### src/design/sadc_pkg.sv
// shared constants and types for the scanning converter sequencer
package sadc_pkg;

  localparam int unsigned CLK_PERIOD_NS   = 10;
  localparam int unsigned NUM_CHANNELS    = 8;
  localparam int unsigned CHAN_W          = 3;
  localparam int unsigned DATA_W          = 8;

  // conversion frame, in converter clock periods
  localparam int unsigned CONV_PERIODS    = 80;
  localparam int unsigned SCAN_PERIODS    = 640;
  localparam int unsigned MARK_SHORT      = 8;
  localparam int unsigned MARK_EXTRA      = 64;
  localparam int unsigned MARK_LONG       = 72;
  localparam int unsigned WRITE_LEAD      = 6;
  localparam int unsigned START_DELAY     = 8;
  localparam int unsigned STARTUP_MAX     = 800;

  // memory write completion bound
  localparam int unsigned WRITE_DONE_NS   = 200;
  localparam int unsigned WRITE_DONE_CYC  =
    (WRITE_DONE_NS / CLK_PERIOD_NS) < 1 ? 1 : (WRITE_DONE_NS / CLK_PERIOD_NS);

  // frame positions within one 80-period channel slot
  localparam logic [6:0] POS_START     = 7'h00;
  localparam logic [6:0] POS_SAR_LAST  = 7'h07;
  localparam logic [6:0] POS_MARK      = 7'(CONV_PERIODS - START_DELAY);
  localparam logic [6:0] POS_WRITE     = 7'(CONV_PERIODS - START_DELAY - WRITE_LEAD);
  localparam logic [6:0] POS_LAST      = 7'(CONV_PERIODS - 1);

  localparam logic [2:0] IDENT_CHANNEL = 3'h0;
  localparam logic [2:0] CHAN_RESET    = 3'h7;
  localparam logic [7:0] DATA_RESET    = 8'h00;
  localparam logic [9:0] STARTUP_CYC   = 10'(STARTUP_MAX - 1);
  localparam logic [6:0] MARK_SHORT_C  = 7'(MARK_SHORT);
  localparam logic [6:0] MARK_LONG_C   = 7'(MARK_LONG);

  typedef enum logic [1:0] {
    SADC_ST_STARTUP,
    SADC_ST_SCAN
  } sadc_state_t;

  typedef struct packed {
    logic [CHAN_W-1:0] chan;
    logic [DATA_W-1:0] data;
  } sadc_wr_t;

endpackage

### src/design/sadc_sar.sv
// successive approximation register, msb first
`timescale 1ns/100ps
module sadc_sar
  import sadc_pkg::*;
(
  // clock and reset
  input  wire logic              clk_i,
  input  wire logic              reset_n_i,
  // control
  input  wire logic              start_i,
  input  wire logic              step_i,
  input  wire logic              comp_high_i,
  // result
  output logic [DATA_W-1:0]      trial_o,
  output logic [DATA_W-1:0]      result_o
);

  logic [DATA_W-1:0] trial_reg;
  logic [DATA_W-1:0] trial_next;
  logic [DATA_W-1:0] bit_reg;
  logic [DATA_W-1:0] bit_next;
  logic [DATA_W-1:0] kept;
  logic [DATA_W-1:0] done_value;

  // drop the trial bit when the dac exceeds the input
  assign kept       = comp_high_i ? (trial_reg & ~bit_reg) : trial_reg;
  assign done_value = kept;
  assign bit_next   = start_i ? 8'h80 : (step_i ? (bit_reg >> 1) : bit_reg);
  assign trial_next = start_i ? 8'h80
                    : (step_i ? (kept | (bit_reg >> 1)) : trial_reg);

  always_ff @(posedge clk_i) begin
    if (!reset_n_i) begin
      trial_reg <= DATA_RESET;
      bit_reg   <= DATA_RESET;
      result_o  <= DATA_RESET;
    end else begin
      trial_reg <= trial_next;
      bit_reg   <= bit_next;
      if (step_i && bit_reg == 8'h01) begin
        result_o <= done_value;
      end
    end
  end

  assign trial_o = trial_reg;

endmodule

### src/design/sadc_core.sv
// scanning converter sequencer with result memory and read port
`timescale 1ns/100ps
//
// Overview of operation
// - the address latch is transparent while the strobe is high and holds when it falls.
// - the latched address, top input as msb, picks which of channels 0..7 is read.
// - with chip select high all eight result outputs are released.
// - with chip select low the outputs drive the addressed channel's result.
// - an ordinary conversion ends with the marker low for exactly 8 periods.
// - the identifying channel stretches the marker by 64 to 72 periods in total.
// - a result is written into its channel location on the rising edge at POS_WRITE, or once chip select rises if a read defers it; no 200 ns bound applies.
// - the memory write falls 6 periods before the marker goes low.
// - each channel takes 80 periods, a whole scan 640.
// - the channel address decrements as the marker falls; conversion restarts 8 later.
// - start-up logic settles the sequence within 800 periods before scanning.
// - memory writes are placed only when the processor is not reading.
module sadc_core
  import sadc_pkg::*;
(
  // clock and reset
  input  wire logic              clk_i,
  input  wire logic              reset_n_i,
  // analog front end
  input  wire logic              comp_high_i,
  output logic [DATA_W-1:0]      dac_code_o,
  output logic [CHAN_W-1:0]      mux_channel_o,
  // processor read port
  input  wire logic [CHAN_W-1:0] channel_address_i,
  input  wire logic              addr_strobe_i,
  input  wire logic              chip_select_n_i,
  output logic [DATA_W-1:0]      result_bus_o,
  output logic [DATA_W-1:0]      result_bus_oe_n_o,
  // status
  output logic                   conv_mark_n_o,
  output logic                   scanning_o
);

  ////////////////////////////////////////////////////////////////////////////////
  // pin synchronisers
  logic [CHAN_W-1:0] addr_s1_reg;
  logic [CHAN_W-1:0] addr_s2_reg;
  logic              stb_s1_reg;
  logic              stb_s2_reg;
  logic              cs_s1_n_reg;
  logic              cs_s2_n_reg;
  logic              comp_s1_reg;
  logic              comp_s2_reg;

  always_ff @(posedge clk_i) begin
    if (!reset_n_i) begin
      addr_s1_reg <= '0;
      addr_s2_reg <= '0;
      stb_s1_reg  <= 1'b0;
      stb_s2_reg  <= 1'b0;
      cs_s1_n_reg <= 1'b1;
      cs_s2_n_reg <= 1'b1;
      comp_s1_reg <= 1'b0;
      comp_s2_reg <= 1'b0;
    end else begin
      addr_s1_reg <= channel_address_i;
      addr_s2_reg <= addr_s1_reg;
      stb_s1_reg  <= addr_strobe_i;
      stb_s2_reg  <= stb_s1_reg;
      cs_s1_n_reg <= chip_select_n_i;
      cs_s2_n_reg <= cs_s1_n_reg;
      comp_s1_reg <= comp_high_i;
      comp_s2_reg <= comp_s1_reg;
    end
  end

  ////////////////////////////////////////////////////////////////////////////////
  // address latch
  logic [CHAN_W-1:0] addr_latch_reg;
  logic [CHAN_W-1:0] read_addr;

  // transparent while strobe high
  assign read_addr = stb_s2_reg ? addr_s2_reg : addr_latch_reg;

  always_ff @(posedge clk_i) begin
    if (!reset_n_i) begin
      addr_latch_reg <= '0;
    end else begin
      addr_latch_reg <= read_addr;
    end
  end

  ////////////////////////////////////////////////////////////////////////////////
  // sequencer
  sadc_state_t       state_reg;
  sadc_state_t       state_next;
  logic [9:0]        boot_cnt_reg;
  logic [6:0]        pos_reg;
  logic [6:0]        pos_next;
  logic [CHAN_W-1:0] chan_reg;
  logic [6:0]        mark_cnt_reg;
  logic              scan;
  logic              at_last;
  logic              at_write;
  logic              at_mark;
  logic              sar_start;
  logic              sar_step;
  logic [6:0]        mark_len;

  assign scan      = (state_reg == SADC_ST_SCAN);
  assign at_last   = scan && (pos_reg == POS_LAST);
  assign at_write  = scan && (pos_reg == POS_WRITE);
  assign at_mark   = scan && (pos_reg == POS_MARK);
  // conversion restarts eight periods after the marker falls
  assign sar_start = scan && (pos_reg == POS_START);
  assign sar_step  = scan && (pos_reg > POS_START) && (pos_reg <= 7'(POS_SAR_LAST + 7'h01));
  assign pos_next  = at_last ? POS_START : 7'(pos_reg + 7'h01);
  assign mark_len  = (chan_reg == IDENT_CHANNEL) ? MARK_LONG_C : MARK_SHORT_C;

  always_comb begin
    state_next = state_reg;
    case (state_reg)
      SADC_ST_STARTUP: begin
        if (boot_cnt_reg == STARTUP_CYC) begin
          state_next = SADC_ST_SCAN;
        end
      end
      SADC_ST_SCAN:    state_next = SADC_ST_SCAN;
      default:         state_next = SADC_ST_STARTUP;
    endcase
  end

  always_ff @(posedge clk_i) begin
    if (!reset_n_i) begin
      state_reg    <= SADC_ST_STARTUP;
      boot_cnt_reg <= '0;
      pos_reg      <= POS_START;
      chan_reg     <= CHAN_RESET;
      mark_cnt_reg <= '0;
    end else begin
      state_reg    <= state_next;
      boot_cnt_reg <= scan ? boot_cnt_reg : 10'(boot_cnt_reg + 10'h001);
      pos_reg      <= scan ? pos_next : POS_START;
      if (at_mark) begin
        chan_reg     <= chan_reg - 3'h1;
        mark_cnt_reg <= mark_len;
      end else if (mark_cnt_reg != 7'h00) begin
        mark_cnt_reg <= mark_cnt_reg - 7'h01;
      end
    end
  end

  ////////////////////////////////////////////////////////////////////////////////
  // converter
  logic [DATA_W-1:0] sar_result;

  sadc_sar u_sar (
    .clk_i       (clk_i),
    .reset_n_i   (reset_n_i),
    .start_i     (sar_start),
    .step_i      (sar_step),
    .comp_high_i (comp_s2_reg),
    .trial_o     (dac_code_o),
    .result_o    (sar_result)
  );

  ////////////////////////////////////////////////////////////////////////////////
  // result memory
  logic [DATA_W-1:0] mem_reg [NUM_CHANNELS];
  sadc_wr_t          pend_reg;
  logic              pend_valid_reg;
  logic              cpu_reading;
  logic              do_write;
  sadc_wr_t          wr_now;
  sadc_wr_t          wr_sel;
  logic [DATA_W-1:0] bus_reg;
  logic [DATA_W-1:0] oe_n_reg;

  assign cpu_reading = !cs_s2_n_reg;
  assign wr_now      = '{chan: chan_reg, data: sar_result};
  // an older deferred result goes first, the fresh one waits a cycle
  assign wr_sel      = pend_valid_reg ? pend_reg : wr_now;
  // write only while the processor is not addressing the memory
  assign do_write    = (pend_valid_reg || at_write) && !cpu_reading;

  always_ff @(posedge clk_i) begin
    if (!reset_n_i) begin
      pend_reg       <= '0;
      pend_valid_reg <= 1'b0;
    end else if (at_write) begin
      pend_reg       <= wr_now;
      pend_valid_reg <= cpu_reading || pend_valid_reg;
    end else if (do_write) begin
      pend_valid_reg <= 1'b0;
    end
  end

  generate
    for (genvar i = 0; i < NUM_CHANNELS; i++) begin : g_mem
      always_ff @(posedge clk_i) begin
        if (!reset_n_i) begin
          mem_reg[i] <= DATA_RESET;
        end else if (do_write && wr_sel.chan == CHAN_W'(i)) begin
          mem_reg[i] <= wr_sel.data;
        end
      end
    end
  endgenerate

  ////////////////////////////////////////////////////////////////////////////////
  // read port
  always_ff @(posedge clk_i) begin
    if (!reset_n_i) begin
      bus_reg  <= DATA_RESET;
      oe_n_reg <= 8'hFF;
    end else begin
      bus_reg  <= mem_reg[read_addr];
      oe_n_reg <= {DATA_W{cs_s2_n_reg}};
    end
  end

  assign result_bus_o      = bus_reg;
  assign result_bus_oe_n_o = oe_n_reg;
  assign conv_mark_n_o     = (mark_cnt_reg == 7'h00);
  assign mux_channel_o     = chan_reg;
  assign scanning_o        = scan;

endmodule

### config.mk
export PLATFORM = sky130hd
export DESIGN_NAME = sadc_core
export DESIGN_NICKNAME = d
export VERILOG_FILES = /design/src/design/sadc_pkg.sv /design/src/design/sadc_sar.sv /design/src/design/sadc_core.sv
export SDC_FILE = /design/constraint.sdc
export NUM_CORES = 1
export LEC_CHECK = 0
export BUFFER_PORTS_ARGS = -buffer_cell sky130_fd_sc_hd__buf_2
export CORE_MARGIN = 5
export CORE_UTILIZATION = 68
export CTS_BUF_LIST = sky130_fd_sc_hd__clkbuf_2 sky130_fd_sc_hd__clkbuf_4 sky130_fd_sc_hd__clkbuf_8
export DETAILED_ROUTE_END_ITERATION = 7
export PLACE_DENSITY = 0.88
export SYNTH_ARGS = -nofsm -noshare
export SYNTH_HDL_FRONTEND = slang
export SYNTH_SLANG_ARGS = --single-unit
### constraint.sdc
create_clock -name clk_i -period 3.6 [get_ports clk_i]
set_input_delay 0.72 -clock clk_i [delete_from_list [all_inputs] [get_ports clk_i]]
set_output_delay 0.72 -clock clk_i [all_outputs]
set_load 0.02 [all_outputs]
* Word-level counts from Yosys, hierarchy flattened *
Memory sizes are Yosys's and may differ from the RTL's. A register that Yosys moved wholly into a read port is not among the register bits.
Index checks and enable logic that the tools add are counted.

word-level totals
  flip-flop bits (word level) = 81
  RAM bits = 64
  input port bits = 8
  output and inout bits = 29
  logic and storage cells = 135
  memories kept = 1

memories
  memory   words  width  rd ports  clocked after Yosys merged registers in  wr ports  RTL line          RTL
  mem_reg  8      8      1         1                                        8         sadc_core.sv:163  logic [DATA_W-1:0] mem_reg [NUM_CHANNELS];

operators by class
  add/sub/neg operators = 4
  magnitude comparators = 2
  eq/ne operators = 14
  muxes and demuxes = 47
  bitwise gates (word level) = 13
  reduce and logical (&&, ||, !) cells = 31

operator list
  kind                     number
  $mux W8                  13
  $mux W1                  27
  $eq A7 B7 Y1 const B     3
  $mux W7                  3
  $logic_and A1 B1 Y1      16
  $logic_not A7 Y1         2
  $eq A3 B3 Y1 const B     4
  $mux W11                 1
  $add A10 B1 Y10 const B  1
  $eq A10 B10 Y1 const B   1
  $and A8 B8 Y8            1
  $eq A8 B1 Y1 const B     1
  $not A8 Y8               1
  $or A1 B1 Y1             8
  $or A8 B7 Y8             1
  $add A7 B1 Y7 const B    1
  $gt A7 B1 Y1 const B     1
  $le A7 B4 Y1 const B     1
  $reduce_bool A7 Y1       1
  $sub A7 B1 Y7 const B    1
  $eq A3 B2 Y1 const B     2
  $logic_not A3 Y1         2
  $reduce_bool A2 Y1       3
  $pmux W2 S2              1
  other kinds (12)         15

* Logic depth before layout (Yosys ltp) *
  depth after elaboration = 9
  mapped depth = 8
  depth with buffers taken out = 7

* Modules after synthesis *
From an unflattened synthesis, not the netlist that was laid out.

second synthesis, totals
  cells, all modules = 668
  area total of the unflattened synthesis = 6642.6 sq um

modules (own cells, without submodules)
  module     instances  cells each  area each (sq um)
  sadc_core  1          553         5683.0
  sadc_sar   1          115         959.7

* Worst setup path before layout *
Ideal clock, no wire load.

  path type = flip-flop to output port
  start = register mark_cnt_reg[2]
  end = output port conv_mark_n_o
  arrival time = 1.470 ns
  required time = 2.880 ns
  setup slack = 1.410 ns
  cell stages (with the launch flop) = 4
  cells stage by stage = dfxtp_1 -> or4_2 -> or2_2 -> inv_1

between the ends
  cells in the longest elaborated chain, start to end = 1

ends and longest elaborated chain
  item                    RTL line          RTL
  start, declared         sadc_core.sv:95   logic [6:0] mark_cnt_reg;
  start signal, assigned  sadc_core.sv:140  mark_cnt_reg <= mark_len;
  start signal, assigned  sadc_core.sv:142  mark_cnt_reg <= mark_cnt_reg - 7'h01;
  $logic_not A7 Y1        sadc_core.sv:218  assign conv_mark_n_o = (mark_cnt_reg == 7'h00);
  end, declared           sadc_core.sv:34   output logic conv_mark_n_o,

No other way between the ends.

* Worst setup path in the final report *
Same ends and word-level chain as after synthesis.

==> results.py <==
metrics = {
    "floorplanning": {
        "core.rowCount": 36,
        "die_height_um": 108,
        "coreArea_um2": 9590,
        "dieArea_um2": 11800,
        "start_util_pct": 68.7,
        "ios": 37,
        "die_w_um": 108,
    },
    "routing": {
        "ant_nets": 0,
        "viasPerCell": 5.83,
        "dr.pass1.iters": 5,
        "vias": 4805,
        "wl_per_cell_um": 16.3,
        "wirelength_um": 13400,
        "drt_iter0_drc": 535,
        "drc": 0,
    },
    "pwr": {
        "clkPwrFrac_pct": 36.8,
        "ir_drop_mv": 0.332,
        "p_sw_share_pct": 23.8,
        "seq_power_share_pct": 54.7,
        "power_density_nw_per_um2": 484,
        "pwr-share-comb_pct": 8.5,
        "p_int_mw": 2.66,
        "p_sw_mw": 0.828,
        "p_leak_nw": 2.65,
        "power_mw": 3.48,
    },
    "synthesis": {
        "async_flop_share_pct": 0,
        "ys_types": 56,
        "syn_area_um2": 6590,
        "synth_top_family_by_area": "simple AND/OR/NAND/NOR gates",
        "yosys-top-cells-area": "edfxtp_1, dfxtp_1, nand2_1",
        "yosys_warnings": 0,
        "synthXorXnorAreaFrac_pct": 2.50,
        "synthesis.nets": 672,
        "synth_top_area_cell": "edfxtp_1",
        "synthAdderAreaFrac_pct": 1.67,
        "yosysSeqAreaShare_pct": 55.9,
        "avgSynthCellArea_um2": 10.1,
        "ys_ff_latch": 152,
        "ys.flop_type": "dfxtp_1",
        "synthSimpleGateAreaFrac_pct": 23.2,
        "netlist_instances": 656,
        "synth_compound_area_share_pct": 7.97,
        "synth_edf_count": 64,
        "synth.area.mux_share_pct": 5.33,
        "yosys.area.top_type_share_pct": 29.1,
    },
    "status": {
        "status": "finished clean",
    },
    "global_routing": {
        "grt.overflow.total": 0,
        "grt_pass1_vias": 4709,
        "grt_use_total_pct": 25.1,
        "antenna_found_initial": 0,
        "grt_start_max_net_pins": 62,
        "grt_pass1_wl_um": 22600,
    },
    "clock_tree": {
        "clockBufferDepth": 2,
        "htreeDepth": 4,
        "cts_buffers": 17,
        "post_cts_resized": 0,
        "path_clk_slew_ns": 0.07,
        "cts-root-buf": "clkbuf_8",
        "tritoncts": "built",
        "cts_num_sinks": 152,
        "clk_latency_ns": 0.44,
        "hold_buffers": 0,
        "cts_setup_buffers": 0,
    },
    "timing": {
        "rsz0062_at_grt": "no",
        "min_period_ns": 2.80,
        "fmax_mhz": 357,
        "finalCritPeriodShare_pct": 77.7,
        "finalSetupViolations": 0,
        "finalMaxSlewViolations": 0,
        "hold_viol_final": 0,
        "setup_tns_ns": 0,
        "fin_hold_ws_ns": 0.420,
        "clock_skew_ns": 0.0129,
        "worstMarginPinSlew_ns": 0.979,
        "relSlewSlack_pct": 34.8,
    },
    "worst_hold_path": {
        "worstHoldPathType": "register to register",
    },
    "worst_setup_path": {
        "cp-end-kind": "output pin",
        "crit_family": "simple AND/OR/NAND/NOR gates",
        "crit_arrival_ns": 2.08,
        "crit_slowest_cell": "or4_2",
        "required_ns": 2.88,
        "startpoint_type": "register",
        "cp.buffers_inverters": 2,
        "crit_path_cell_trace": "or4_2, or2_2, inv_1, buf_2",
        "critPathMaxStageDelay_ns": 0.67,
        "critical_path_class": "register to output pin",
        "crit_path_max_fanout": 6,
    },
    "cells_and_area": {
        "largest_reg_flops": 64,
        "multiInputGateArea_um2": 2690,
        "filler_cell_count": 655,
        "final_nets": 694,
        "seq_area_um2": 3680,
        "diodes": 0,
        "final_layout_size_suffix_gt1_share_pct": 14.2,
        "synthToLayoutAreaGrowth_pct": 9.09,
    },
    "placed_design": {
        "place.gp.congestion": 0.920,
        "port_buffers": 36,
        "hpwlAfterDp_um": 9180,
    },
    "run": {
        "max_cap_viol_count": 0,
    },
}
-- routing by layer --
metal	share of wire (%)	vias to the layer above	track usage [%]	routed length, µm
met1	39	2238	30.5	5210
li1	-	2295	-	-
met5	0	-	0	0
met4	3.1	0	12.5	410
met2	49	236	41.0	6650
met3	8.7	36	7.22	1170
-- final timing paths --
path,from,slack [ns],to,depth (start not counted)
worst max register to register,state_reg[0],0.98,mem_reg[7][0],4
worst max-delay path,mark_cnt_reg[2],0.80,conv_mark_n_o,4
worst min-delay path,cs_s1_n_reg,0.42,cs_s2_n_reg,1
worst min register to register,cs_s1_n_reg,0.42,cs_s2_n_reg,1
-- power groups by stage --
stage / clock network, mW / registers, mW / logic, mW
after global placement: 0 / 1.94 / 0.278
after detailed placement: 0 / 1.94 / 0.297
after floorplan: 0 / 1.93 / 0.229
after CTS: 1.29 / 1.90 / 0.299
final: 1.28 / 1.90 / 0.298
after global routing: 1.39 / 1.91 / 0.332
-- layout by cell type (no fill, tap or decap), types with 16 or more instances in the layout --
cell type,netlist,routed
a21oi_1,49,49
and2_1,18,18
buf_2,5,36
clkbuf_8,0,17
dfxtp_1,88,88
edfxtp_1,64,64
inv_1,16,16
mux2i_1,25,24
nand2_1,106,106
nand3_1,21,21
nor2_1,80,80
nor2b_1,17,17
-- cell usage after synthesis (6+ instances only) --
master,instances
or4_1,9
o31ai_1,8
buf_4,7
mux2i_1,25
a21oi_1,49
inv_1,16
edfxtp_1,64
and2_1,18
clkbuf_1,21
nand2_1,106
dfxtp_1,88
nand3_1,21
xnor2_1,12
nand3_2,6
o21ai_0,13
nor2_1,80
ha_1,8
mux2_2,9
nand2b_1,7
nor2b_1,17
-- per-stage QoR --
step | util [%] | setup WS, ns | cell area, µm² | cells
floorplan | - | 1.41 | 6590 | 656
global placement | 70.9 | 1.18 | 6800 | 792
detailed placement | 70.9 | 1.04 | 6800 | 792
CTS | 75.0 | 0.789 | 7190 | 824
global route | 75.0 | 0.731 | 7190 | 824
finish | 75.0 | 0.802 | 7190 | 824
-- final cells by class --
| cell class | instances | share of cell area [%] |
|---|---|---|
| flip-flops and latches | 152 | 51.2 |
| repair buffers | 39 | 2.82 |
| multi-input cells | 452 | 37.3 |
| clock inverters | 15 | 2.23 |
| clock buffers | 17 | 3.25 |
| inverters | 16 | 0.835 |
| well taps | 133 | 2.31 |
-- logic make-up (layout without fill, tap and decap cells) --
kind of cell / after synthesis / in the layout
simple gates: 303 / 303
flops: 152 / 152
compound gates: 88 / 88
buf+inv: 52 / 87
mux: 34 / 34
xor+xnor: 18 / 18
fa+ha+maj: 9 / 9
(Power assumes the default switching activity.)
